<file path="config.mk">
export PLATFORM = sky130hd
export DESIGN_NAME = quadrature_knob_speed_input
export DESIGN_NICKNAME = d
export VERILOG_FILES = /design/src/pkg/knob_pkg.sv /design/src/verilog/quadrature_knob_speed_input.sv
export SDC_FILE = /design/constraint.sdc
export NUM_CORES = 1
export LEC_CHECK = 0
export BUFFER_PORTS_ARGS = -buffer_cell sky130_fd_sc_hd__buf_2
export CAP_MARGIN = 25
export CORE_UTILIZATION = 55
export CTS_BUF_LIST = sky130_fd_sc_hd__clkbuf_2 sky130_fd_sc_hd__clkbuf_4 sky130_fd_sc_hd__clkbuf_8
export CTS_CLUSTER_SIZE = 30
export DETAILED_ROUTE_END_ITERATION = 10
export PLACE_DENSITY_LB_ADDON = 0.12
export SLEW_MARGIN = 20
export SYNTH_ARGS = -nofsm -noshare
export SYNTH_HDL_FRONTEND = slang
export SYNTH_SLANG_ARGS = --single-unit
</file>
<file path="constraint.sdc">
create_clock -name clk_i -period 11.15 [get_ports clk_i]
set_input_delay 2.23 -clock clk_i [delete_from_list [all_inputs] [get_ports clk_i]]
set_output_delay 2.23 -clock clk_i [all_outputs]
set_load 0.02 [all_outputs]
</file>
<file path="src/pkg/knob_pkg.sv">
// Purpose: constants for the quadrature knob speed input block
// Assumes: 125 MHz clock, classic wishbone register access
// Notes: velocities are signed pulses per 10,000 seconds
package knob_pkg;
   // ----------------------------------------
   // register map (byte addresses)
   // ----------------------------------------
   localparam logic [4:0] ADDR_CTRL = 5'h00;
   localparam logic [4:0] ADDR_PRESCALE = 5'h04;
   localparam logic [4:0] ADDR_POSTSCALE = 5'h08;
   localparam logic [4:0] ADDR_TMAX = 5'h0c;
   localparam logic [4:0] ADDR_TMIN = 5'h10;
   localparam logic [4:0] ADDR_RAW = 5'h14;
   localparam logic [4:0] ADDR_SCALED = 5'h18;
   localparam logic [4:0] ADDR_SKIP = 5'h1c;
   localparam logic [5:0] ADDR_IRQ_STAT = 6'h20;
   localparam logic [5:0] ADDR_IRQ_MASK = 6'h24;
   // ----------------------------------------
   // control fields and reset values
   // ----------------------------------------
   localparam int CTRL_MODE_BIT = 0;
   localparam int CTRL_INVERT_BIT = 1;
   localparam int CTRL_POWER_BIT = 2;
   localparam logic [31:0] PRESCALE_RST = 32'h0000_0001;
   localparam logic [31:0] POSTSCALE_RST = 32'h0000_0001;
   localparam logic [31:0] TMAX_RST = 32'h0000_00c8;
   localparam logic [31:0] TMIN_RST = 32'hffff_ff38;
   localparam logic [31:0] ZERO32 = 32'h0000_0000;
   localparam logic [31:0] ONE32 = 32'h0000_0001;
   // irq bits: 0 = count, 1 = skip, 2 = clamp
   localparam int IRQ_W = 3;
   localparam int IRQ_COUNT_BIT = 0;
   localparam int IRQ_SKIP_BIT = 1;
   localparam int IRQ_CLAMP_BIT = 2;
   // ----------------------------------------
   // timing
   // ----------------------------------------
   localparam int CLK_MHZ = 125;
   localparam int MIN_GAP_US = 100;
   localparam int MIN_GAP_CYC = MIN_GAP_US * CLK_MHZ;
endpackage

</file>
<file path="src/verilog/quadrature_knob_speed_input.sv">
// Purpose: quadrature knob decoder, scaler and bounded target velocity source
// Assumes: pins synchronous to clk_i, wishbone classic slave, one-cycle ack
// Notes: scaled input is the target velocity only while encoder mode is set
//
// Decided for this implementation: the address map and the Wishbone interface to the registers.
`timescale 1ns/1ns
`default_nettype none
module quadrature_knob_speed_input #(
   parameter int W = 32
) (
   input wire logic clk_i,
   input wire logic rst_i,
   input wire logic rx_pin_i,
   input wire logic tx_pin_i,
   output logic tx_pin_o,
   output logic tx_pin_oe_o,
   input wire logic serial_tx_i,
   output logic serial_rx_o,
   input wire logic [5:0] adr_i,
   input wire logic [31:0] dat_i,
   output logic [31:0] dat_o,
   input wire logic we_i,
   input wire logic [3:0] sel_i,
   input wire logic cyc_i,
   input wire logic stb_i,
   output logic ack_o,
   output logic [W-1:0] target_velocity_o,
   output logic invert_dir_o,
   output logic irq_o
);
   // ----------------------------------------
   // registers
   // ----------------------------------------
   logic [31:0] ctrl;
   logic [W-1:0] prescale;
   logic [W-1:0] postscale;
   logic [W-1:0] tmax;
   logic [W-1:0] tmin;
   logic [W-1:0] raw;
   logic [W-1:0] scaled;
   logic [W-1:0] pre_acc;
   logic [31:0] skip_cnt;
   logic [knob_pkg::IRQ_W-1:0] irq_stat;
   logic [knob_pkg::IRQ_W-1:0] irq_mask;
   logic [1:0] ab_prev;
   logic ack;

   // ----------------------------------------
   // local constants
   // ----------------------------------------
   // the pins idle high through their pull-ups; resetting the history there avoids a false edge
   localparam logic [1:0] AB_IDLE = 2'b11;
   localparam logic [3:0] SEL_ALL = 4'hf;
   localparam logic signed [W-1:0] STEP_ONE = {{(W-1){1'b0}}, 1'b1};

   // ----------------------------------------
   // pin sharing
   // ----------------------------------------
   wire enc_mode = ctrl[knob_pkg::CTRL_MODE_BIT];
   wire power_on = ctrl[knob_pkg::CTRL_POWER_BIT];
   // in encoder mode tx becomes an input so the encoder is never driven against
   assign tx_pin_o = serial_tx_i;
   assign tx_pin_oe_o = !enc_mode;
   assign serial_rx_o = enc_mode ? 1'b1 : rx_pin_i;
   assign invert_dir_o = ctrl[knob_pkg::CTRL_INVERT_BIT];

   // ----------------------------------------
   // quadrature decode
   // ----------------------------------------
   // channel a on rx, b on tx; swapping wires flips sign naturally
   wire [1:0] ab = {rx_pin_i, tx_pin_i};
   wire [1:0] chg = ab ^ ab_prev;
   wire one_edge = enc_mode && (chg == 2'b01 || chg == 2'b10);
   wire both_edge = enc_mode && (chg == 2'b11);
   // forward when new a differs from old b
   wire fwd = ab[1] ^ ab_prev[0];
   wire step_valid = one_edge && power_on;
   wire step_skip = both_edge && power_on;

   // ----------------------------------------
   // scaling and clamp
   // ----------------------------------------
   wire signed [W-1:0] pre_s = prescale;
   wire signed [W-1:0] acc_s = pre_acc;
   wire signed [W-1:0] next_acc = fwd ? acc_s + STEP_ONE : acc_s - STEP_ONE;
   // compare by magnitude so a prescaler lowered mid-count still fires
   wire pre_hit = (next_acc >= pre_s) || (next_acc <= -pre_s);
   wire signed [W+1:0] sum_w = fwd ? $signed({{2{scaled[W-1]}}, scaled}) + $signed({2'b00, postscale})
                                   : $signed({{2{scaled[W-1]}}, scaled}) - $signed({2'b00, postscale});
   wire signed [W+1:0] max_w = $signed({{2{tmax[W-1]}}, tmax});
   wire signed [W+1:0] min_w = $signed({{2{tmin[W-1]}}, tmin});
   wire over = sum_w > max_w;
   wire under = sum_w < min_w;
   wire [W-1:0] next_scaled = over ? tmax : under ? tmin : sum_w[W-1:0];
   wire do_scale = step_valid && pre_hit;

   // ----------------------------------------
   // bus decode
   // ----------------------------------------
   wire req = cyc_i && stb_i && !ack;
   // writes land on the edge at which the master sees ack, its request still held
   wire take = cyc_i && stb_i && ack;
   wire wr = take && we_i && (sel_i == SEL_ALL);
   wire wr_ctrl = wr && adr_i[4:0] == knob_pkg::ADDR_CTRL && !adr_i[5];
   wire wr_pre = wr && adr_i[4:0] == knob_pkg::ADDR_PRESCALE && !adr_i[5];
   wire wr_post = wr && adr_i[4:0] == knob_pkg::ADDR_POSTSCALE && !adr_i[5];
   wire wr_tmax = wr && adr_i[4:0] == knob_pkg::ADDR_TMAX && !adr_i[5];
   wire wr_tmin = wr && adr_i[4:0] == knob_pkg::ADDR_TMIN && !adr_i[5];
   wire wr_stat = wr && adr_i == knob_pkg::ADDR_IRQ_STAT;
   wire wr_mask = wr && adr_i == knob_pkg::ADDR_IRQ_MASK;
   wire [knob_pkg::IRQ_W-1:0] irq_ev = {do_scale && (over || under), step_skip, step_valid};
   wire [knob_pkg::IRQ_W-1:0] irq_clr = wr_stat ? dat_i[knob_pkg::IRQ_W-1:0] : '0;
   wire [31:0] rd_mux =
      adr_i == {1'b0, knob_pkg::ADDR_CTRL} ? ctrl :
      adr_i == {1'b0, knob_pkg::ADDR_PRESCALE} ? prescale :
      adr_i == {1'b0, knob_pkg::ADDR_POSTSCALE} ? postscale :
      adr_i == {1'b0, knob_pkg::ADDR_TMAX} ? tmax :
      adr_i == {1'b0, knob_pkg::ADDR_TMIN} ? tmin :
      adr_i == {1'b0, knob_pkg::ADDR_RAW} ? raw :
      adr_i == {1'b0, knob_pkg::ADDR_SCALED} ? scaled :
      adr_i == {1'b0, knob_pkg::ADDR_SKIP} ? skip_cnt :
      adr_i == knob_pkg::ADDR_IRQ_STAT ? 32'(irq_stat) :
      adr_i == knob_pkg::ADDR_IRQ_MASK ? 32'(irq_mask) : knob_pkg::ZERO32;

   assign ack_o = ack;
   assign irq_o = |(irq_stat & irq_mask);
   // velocity only leaves the block in encoder speed mode
   assign target_velocity_o = enc_mode ? scaled : '0;

   // ----------------------------------------
   // bus slave and settings
   // ----------------------------------------
   always_ff @(posedge clk_i) begin
      if (rst_i) begin
         ack <= 1'b0;
         dat_o <= knob_pkg::ZERO32;
         ctrl <= knob_pkg::ZERO32;
         prescale <= knob_pkg::PRESCALE_RST;
         postscale <= knob_pkg::POSTSCALE_RST;
         tmax <= knob_pkg::TMAX_RST;
         tmin <= knob_pkg::TMIN_RST;
         irq_mask <= '0;
      end else begin
         ack <= req;
         dat_o <= req ? rd_mux : dat_o;
         if (wr_ctrl) ctrl <= dat_i;
         // a zero prescaler would fire on every step, the same as one; hold it at one instead
         if (wr_pre) prescale <= (dat_i == knob_pkg::ZERO32) ? knob_pkg::ONE32 : dat_i;
         if (wr_post) postscale <= dat_i;
         if (wr_tmax) tmax <= dat_i;
         if (wr_tmin) tmin <= dat_i;
         if (wr_mask) irq_mask <= dat_i[knob_pkg::IRQ_W-1:0];
      end
   end

   // ----------------------------------------
   // counting datapath
   // ----------------------------------------
   always_ff @(posedge clk_i) begin
      if (rst_i) begin
         ab_prev <= AB_IDLE;
         raw <= '0;
         pre_acc <= '0;
         scaled <= '0;
         skip_cnt <= knob_pkg::ZERO32;
      end else begin
         ab_prev <= ab;
         if (!power_on) begin
            raw <= '0;
            pre_acc <= '0;
         end else if (step_valid) begin
            raw <= fwd ? raw + STEP_ONE : raw - STEP_ONE;
            pre_acc <= pre_hit ? '0 : next_acc;
         end
         if (do_scale) scaled <= next_scaled;
         if (step_skip) skip_cnt <= skip_cnt + knob_pkg::ONE32;
      end
   end

   // ----------------------------------------
   // event flags
   // ----------------------------------------
   // one sticky bit per event; a set in the cycle of its clear wins so no event is lost
   for (genvar i = 0; i < knob_pkg::IRQ_W; i++) begin : g_irq
      always_ff @(posedge clk_i) begin
         if (rst_i) begin
            irq_stat[i] <= 1'b0;
         end else if (irq_ev[i]) begin
            irq_stat[i] <= 1'b1;
         end else if (irq_clr[i]) begin
            irq_stat[i] <= 1'b0;
         end
      end
   end

   // ----------------------------------------
   // checks
   // ----------------------------------------
   property p_power_zero;
      @(posedge clk_i) disable iff (rst_i) !power_on |=> raw == '0;
   endproperty
   a_power_zero: assert property (p_power_zero) else $error("raw count not held at zero");

   property p_skip_inc;
      @(posedge clk_i) disable iff (rst_i) step_skip |=> skip_cnt == $past(skip_cnt) + 1;
   endproperty
   a_skip_inc: assert property (p_skip_inc) else $error("skip counter did not advance");

   property p_bounds;
      @(posedge clk_i) disable iff (rst_i)
         do_scale |=> ($signed(scaled) <= $signed(tmax)) && ($signed(scaled) >= $signed(tmin));
   endproperty
   a_bounds: assert property (p_bounds) else $error("scaled value out of bounds");

   property p_count_dir;
      @(posedge clk_i) disable iff (rst_i) step_valid && fwd |=> raw == $past(raw) + 1;
   endproperty
   a_count_dir: assert property (p_count_dir) else $error("forward edge did not count up");

   property p_tx_release;
      @(posedge clk_i) disable iff (rst_i) enc_mode |-> !tx_pin_oe_o;
   endproperty
   a_tx_release: assert property (p_tx_release) else $error("tx driven in encoder mode");

   property p_mode_vel;
      @(posedge clk_i) disable iff (rst_i) enc_mode |-> target_velocity_o == scaled;
   endproperty
   a_mode_vel: assert property (p_mode_vel) else $error("velocity not from scaled input");

   property p_double_no_count;
      @(posedge clk_i) disable iff (rst_i) both_edge && power_on |=> raw == $past(raw);
   endproperty
   a_double_no_count: assert property (p_double_no_count) else $error("double change counted");

   property p_scale_only_on_hit;
      @(posedge clk_i) disable iff (rst_i) !do_scale |=> scaled == $past(scaled);
   endproperty
   a_scale_only_on_hit: assert property (p_scale_only_on_hit) else $error("scaled moved without step");

   property p_reset_scale;
      @(posedge clk_i) $fell(rst_i) |-> prescale == 1 && postscale == 1;
   endproperty
   a_reset_scale: assert property (p_reset_scale) else $error("scale defaults wrong");

   property p_count_down;
      @(posedge clk_i) disable iff (rst_i) step_valid && !fwd |=> raw == $past(raw) - STEP_ONE;
   endproperty
   a_count_down: assert property (p_count_down) else $error("backward edge did not count down");

   property p_count_flag;
      @(posedge clk_i) disable iff (rst_i) step_valid |=> irq_stat[knob_pkg::IRQ_COUNT_BIT];
   endproperty
   a_count_flag: assert property (p_count_flag) else $error("count event not flagged");

   property p_serial_no_count;
      @(posedge clk_i) disable iff (rst_i) !enc_mode && power_on |=> raw == $past(raw);
   endproperty
   a_serial_no_count: assert property (p_serial_no_count) else $error("counted in serial mode");

   property p_rx_quiet;
      @(posedge clk_i) disable iff (rst_i) enc_mode |-> serial_rx_o;
   endproperty
   a_rx_quiet: assert property (p_rx_quiet) else $error("serial receive not idle in encoder mode");

   property p_tx_serial;
      @(posedge clk_i) disable iff (rst_i) !enc_mode |-> tx_pin_oe_o && (tx_pin_o == serial_tx_i);
   endproperty
   a_tx_serial: assert property (p_tx_serial) else $error("tx not driven in serial mode");

   property p_pre_zero;
      @(posedge clk_i) disable iff (rst_i) !power_on |=> pre_acc == '0;
   endproperty
   a_pre_zero: assert property (p_pre_zero) else $error("prescale count kept without power");

   property p_skip_needs_power;
      @(posedge clk_i) disable iff (rst_i) !power_on |=> skip_cnt == $past(skip_cnt);
   endproperty
   a_skip_needs_power: assert property (p_skip_needs_power) else $error("skip counted without power");

   property p_skip_hold;
      @(posedge clk_i) disable iff (rst_i) !step_skip |=> skip_cnt == $past(skip_cnt);
   endproperty
   a_skip_hold: assert property (p_skip_hold) else $error("skip counter moved without skip");

   property p_skip_flag;
      @(posedge clk_i) disable iff (rst_i) step_skip |=> irq_stat[knob_pkg::IRQ_SKIP_BIT];
   endproperty
   a_skip_flag: assert property (p_skip_flag) else $error("skip event not flagged");

   property p_scale_up;
      @(posedge clk_i) disable iff (rst_i)
         do_scale && fwd && !over && !under |=> scaled == $past(scaled) + $past(postscale);
   endproperty
   a_scale_up: assert property (p_scale_up) else $error("scaled input did not rise by postscale");

   property p_scale_down;
      @(posedge clk_i) disable iff (rst_i)
         do_scale && !fwd && !over && !under |=> scaled == $past(scaled) - $past(postscale);
   endproperty
   a_scale_down: assert property (p_scale_down) else $error("scaled input did not fall by postscale");

   property p_pre_wrap;
      @(posedge clk_i) disable iff (rst_i) step_valid && pre_hit |=> pre_acc == '0;
   endproperty
   a_pre_wrap: assert property (p_pre_wrap) else $error("prescale count not restarted");

   property p_pre_count;
      @(posedge clk_i) disable iff (rst_i) step_valid && !pre_hit |=> pre_acc != $past(pre_acc);
   endproperty
   a_pre_count: assert property (p_pre_count) else $error("prescale count did not move");

   property p_reset_bounds;
      @(posedge clk_i) $fell(rst_i) |-> tmax == knob_pkg::TMAX_RST && tmin == knob_pkg::TMIN_RST;
   endproperty
   a_reset_bounds: assert property (p_reset_bounds) else $error("target limits not at defaults");

   property p_vel_off;
      @(posedge clk_i) disable iff (rst_i) !enc_mode |-> target_velocity_o == '0;
   endproperty
   a_vel_off: assert property (p_vel_off) else $error("velocity driven outside encoder mode");

   property p_vel_reset;
      @(posedge clk_i) $fell(rst_i) |-> target_velocity_o == '0;
   endproperty
   a_vel_reset: assert property (p_vel_reset) else $error("velocity not zero after reset");

   property p_sat_max;
      @(posedge clk_i) disable iff (rst_i) do_scale && over |=> scaled == $past(tmax);
   endproperty
   a_sat_max: assert property (p_sat_max) else $error("scaled input not held at maximum");

   property p_sat_min;
      @(posedge clk_i) disable iff (rst_i) do_scale && under && !over |=> scaled == $past(tmin);
   endproperty
   a_sat_min: assert property (p_sat_min) else $error("scaled input not held at minimum");

   property p_clamp_flag;
      @(posedge clk_i) disable iff (rst_i) do_scale && (over || under) |=> irq_stat[knob_pkg::IRQ_CLAMP_BIT];
   endproperty
   a_clamp_flag: assert property (p_clamp_flag) else $error("clamp event not flagged");

   property p_one_edge_counts;
      @(posedge clk_i) disable iff (rst_i) step_valid |=> raw != $past(raw);
   endproperty
   a_one_edge_counts: assert property (p_one_edge_counts) else $error("single edge not counted");

   property p_double_no_scale;
      @(posedge clk_i) disable iff (rst_i) both_edge && power_on |=> pre_acc == $past(pre_acc);
   endproperty
   a_double_no_scale: assert property (p_double_no_scale) else $error("double change moved prescale");

   property p_reset_stat;
      @(posedge clk_i) $fell(rst_i) |-> skip_cnt == '0 && !irq_o;
   endproperty
   a_reset_stat: assert property (p_reset_stat) else $error("skip status not clear after reset");
endmodule
`default_nettype wire

</file>
### Word-level counts from Yosys, hierarchy flattened

Cells that the tools add are included.

| word-level totals | value |
|---|---|
| register bits after elaboration | 329 |
| bits in latches | 0 |
| RAM bits | 0 |
| bits in read-only memories | 0 |
| bits of input ports | 50 |
| output and inout bits | 70 |
| logic and storage cells | 112 |
| memories kept | 0 |

| cells by class | value |
|---|---|
| add/sub/neg operators | 8 |
| multipliers | 0 |
| divide/modulo/power cells | 0 |
| magnitude comparators | 4 |
| equal/unequal tests | 17 |
| shifts and indexed selects | 0 |
| mux-type cells | 26 |
| bitwise gates (word level) | 4 |
| reductions and logical operators | 37 |

Operator list:

| operator | number |
|---|---|
| 2-to-1 mux 32 bit | 15 |
| adder 32 x 1 -> 32 bit, second input constant | 2 |
| adder 32 x 33 -> 34 bit | 1 |
| greater-than comparator 34 x 32 -> 1 bit | 1 |
| < comparator 34 x 32 -> 1 bit | 1 |
| 2-to-1 mux 34 bit | 1 |
| subtractor 32 x 33 -> 34 bit | 1 |
| adder 32 x 2 -> 32 bit, second input constant | 1 |
| greater-or-equal comparator 32 bit | 1 |
| less-or-equal comparator 32 bit | 1 |
| zero test 32 bit | 1 |
| negation 32 bit | 1 |
| subtractor 32 x 1 -> 32 bit, second input constant | 1 |
| subtractor 32 x 2 -> 32 bit, second input constant | 1 |
| == test 6 x 5 -> 1 bit, second input constant | 4 |
| logical AND 1 bit | 23 |
| == test 6 x 4 -> 1 bit, second input constant | 2 |
| == test 6 bit, second input constant | 2 |
| == test 5 x 4 -> 1 bit, second input constant | 2 |
| 2-to-1 mux 3 bit | 3 |
| 2-to-1 mux 1 bit | 7 |
| == test 6 x 3 -> 1 bit, second input constant | 1 |
| zero test 6 bit | 1 |
| nonzero test 2 bit | 3 |
| other kinds (14) | 19 |

### Longest topological paths before layout

| depth | value |
|---|---|
| depth in word-level cells | 11 |
| gate-level depth with buffers | 31 |

### Worst setup path before layout

Ideal clock, no wire load.

| timing | value |
|---|---|
| kind | input port to flip-flop |
| from | input port rx_pin_i |
| to | register scaled[23] |
| setup time | 0.132 ns |
| arrival | 9.221 ns |
| required time | 11.018 ns |
| setup slack | 1.797 ns |
| stages | 27 |
| buffers on the path | 2 |
| cells stage by stage | xor2_1 inv_1 buf_1 nand2_1 xnor2_1 ha_1 and2_1 a221oi_1 o21ai_0 a211oi_1 a2bb2oi_1 o21ai_1 o41ai_1 o21bai_1 a21oi_1 xnor2_1 ha_1 nand4_1 nor2_1 nand3_1 o21ai_0 a211o_1 o22ai_1 clkbuf_1 mux2_2 o211ai_1 a21oi_1 |

| on the way | value |
|---|---|
| longest elaborated chain between the ends | 6 |
| elaborated cells on any way between the ends | 17 |
| classes of those cells | 4 x order compare; 2 x eq/ne; 4 x mux; 2 x bitwise; 5 x reduce/logical |

RTL lines:

| item | line | text |
|---|---|---|
| start: declaration | quadrature_knob_speed_input.sv:13 | `input wire logic rx_pin_i,` |
| branches (longest 6 deep; another with < comparator 34 x 32 -> 1 bit) | - |  |
| end signal: assignment | quadrature_knob_speed_input.sv:175 | `if (do_scale) scaled <= next_scaled;` |
| end: declaration | quadrature_knob_speed_input.sv:40 | `logic [W-1:0] scaled;` |

Several ways; the timed one is not identified.
A chain may end at the register's enable or synchronous reset.

### Worst setup path after layout

| timing | value |
|---|---|
| from | input port rx_pin_i |
| to | register scaled[24] |

The elaborated chain is that of the path after synthesis.

==> metrics.txt <==
Final HPWL DP between 50000 and 60000 um; RSZ-0062 raised after global routing false; Clock Tree Buf Depth 3; Hold Startpoint ctrl[18]; launch point of the worst reg-to-reg path postscale[6]; critical path peak fanout 45; placed cells approximately 3500; chip height between 200 and 250 um; MaxCap Viol Count 0; GPL Wtd Cong 0.9742; Post-Synthesis Cells between 2000 and 3000; worst path bufs/invs 4; Post-CTS Resized 0; fraction of registers with async set/reset 0%; std cell rows 75; clk_skew ~0.019 ns; core area about 42000 um^2; clock slew at reported path FFs around 0.06 ns; worst hold-check path type flop to flop; cts hold-fix bufs 0; vias per cell 6.270; via count 22649; Mapped Area ~24000 um^2; Layout area overhead 9.590%; first-pass GRT wire length 119300 um; worst hold slack roughly 0.45 ns; die area approximately 44000 um^2; EDFF count, synth 0; Ports between 100 and 150; CP top delay family compound AO/OA/AOI/OAI gates; Worst Slack Setup Final roughly 2 ns; maximum vdd drop 0.0001102 V; cell area after layout ~26000 um^2; Crit Path Category primary input to flop; CP Capture Type flop; setup slack at placement roughly 1.1 ns; CTS root buf clkbuf_8; nets 3310; fillers just under 4000; CTS tree yes; CTS buffer count 57; DRC viols 0; r2r setup slk 3.26 ns; Power Density approximately 110 nW/um^2; CP startpoint kind primary input; Skew-Pair Late Insertion Delay 0.65 ns; cells on worst reg2reg path 27; post-CTS setup buffer count 0; initial antenna violation count 0; most frequently used flop master after synthesis dfxtp_1; H-tree depth 2; initial core utilization roughly 56%; Final Slew Violations 0; final WL 77460 um; fmax around 110 MHz; Final Non-Filler Cells 3612; critical path arrival 9.71 ns; hold depth 2; post-synthesis sequential area ratio around 28%; Crit path top cell by count a21oi_1; CP required 11.70 ns; die width about 210 um; Avg Inst Size Synth 7.900 um^2; final setup fails 0; slew at the pin closest to its max-slew limit between 1 and 1.5 ns; flops & latches, synth 329; DP Area 24490 um^2; slowest cell delay on critical path 0.78 ns; Wirelength per Cell about 21 um; Slowest cell on crit path inv_2; DR pass1 iterations 5; Synthesized Nets 3261; synth warn 0; outcome complete, no violations; Leak 10.77 nW; Total GRT Usage a little over a third; largest net degree at the start of global routing 76; Hold Crit Endpoint ctrl[18]; share of cells above drive strength 1 11.00%; # clock sinks about 330; min Tclk post-route roughly 9.2 ns; setup_tns 0 ns; Detailed Route Iter0 Violations ~2400; Routed Antenna Nets 0; number of global-route vias before repair 21118; grt total ovfl 0; max_slew headroom 31.52%; Final period util just over 80%; number of I/O port buffers 117; reg-to-reg endpoint scaled[24]; Hold Fails Final Rpt 0; synth unique cells 80
layout by cell type, fill, tap and decap left out, types with 28 or more instances in the layout:
| cell | n |
|---|---|
| a211o_1 | 33 |
| a21o_1 | 99 |
| a21oi_1 | 339 |
| a22oi_1 | 36 |
| a311oi_1 | 36 |
| and2_1 | 41 |
| buf_2 | 115 |
| buf_4 | 28 |
| clkbuf_8 | 74 |
| dfxtp_1 | 329 |
| ha_1 | 230 |
| inv_1 | 147 |
| mux2i_1 | 68 |
| mux4_2 | 33 |
| nand2_1 | 419 |
| nand3_1 | 61 |
| nand4_1 | 46 |
| nor2_1 | 248 |
| nor3_1 | 42 |
| o21ai_0 | 80 |
| xnor2_1 | 96 |
| xor2_1 | 61 |
worst min-delay path: cells and delay by family (launching register included):
family | cells | cell delay (ns)
DFF | 1 | 0.31
AOI/OAI and AO/OA | 1 | 0.05
and+or+nand+nor | 1 | 0.05
sequential cells by signal, summed over array words and instances (netlist names), 2 cells and up:
| signal | cells |
|---|---|
| ctrl | 32 |
| irq_stat | 3 |
| pre_s | 32 |
| ab_prev | 2 |
| irq_mask | 3 |
| skip_cnt | 32 |
| dat_o | 32 |
| raw | 32 |
| acc_s | 32 |
| tmax | 32 |
| tmin | 32 |
| postscale | 32 |
| scaled | 32 |
cells in the mapped netlist (all sizes together), types with 22 or more instances:
cell type / count / share of area, %
or3: 22 / 0.59
mux4: 33 / 3.2
a311oi: 36 / 1.3
nor2: 251 / 4.0
a211o: 33 / 1.2
xnor2: 96 / 3.6
buf: 25 / 0.48
dfxtp: 329 / 28
ha: 230 / 12
and3: 22 / 0.59
clkbuf: 134 / 2.1
nand2: 420 / 6.7
nor4: 25 / 0.69
inv: 148 / 2.4
and2: 43 / 1.1
o21ai: 88 / 1.9
a22oi: 36 / 1.1
nor3: 46 / 1.0
mux2i: 68 / 2.9
a21oi: 340 / 7.2
xor2: 62 / 2.3
nand4: 46 / 1.2
a21o: 99 / 3.2
nand3: 62 / 1.3
a211oi: 23 / 0.73
where the power goes:
part           internal, mW  switching [mW]
logic                 0.169           0.295
clock network         0.701           0.529
registers              1.18         0.00616
routing by layer:
metal	global-route usage [%]	part of all wire, %	up-vias
met4	13.08	3.5	0
met1	47.56	44	10848
met2	54.70	44	897
met3	6.522	8.6	150
met5	0	0	-
li1	-	-	10754
cells by family after synthesis:
family | synth area share [%]
simple gates | 20.12
flops | 28.00
compound gates | 22.13
xor+xnor | 5.882
buf+inv | 4.999
fa+ha+maj | 12.49
mux | 6.388
worst max-delay path by stage:
stage	from	slack [ns]	end	depth (start not counted)
finish	rx_pin_i	1.98	scaled[24]	28
global route	rx_pin_i	1.58	scaled[24]	28
CTS	rx_pin_i	1.82	scaled[9]	24
detailed placement	rx_pin_i	1.13	scaled[0]	24
global placement	rx_pin_i	1.28	scaled[4]	24
floorplan	rx_pin_i	1.80	scaled[23]	27
layout make-up:
cell class	count	area [um^2]	area share (%)
clock buffers	94	1162	4.509
inverters	149	559.3	2.169
clock inverters	10	102.6	0.3980
multi-input cells	2341	15830	61.42
well taps	539	674.4	2.616
diodes	1	2.502	0.009706
flip-flops and latches	329	6586	25.55
repair buffers	149	859.6	3.334
metrics by stage:
step / power (mW) / util (%)
detailed placement: 1.667 / 58.25
finish: 2.883 / 61.32
global route: 2.997 / 61.32
CTS: 2.887 / 61.26
floorplan: 1.538 / -
global placement: 1.658 / 58.14
(Power assumes the default switching activity.)
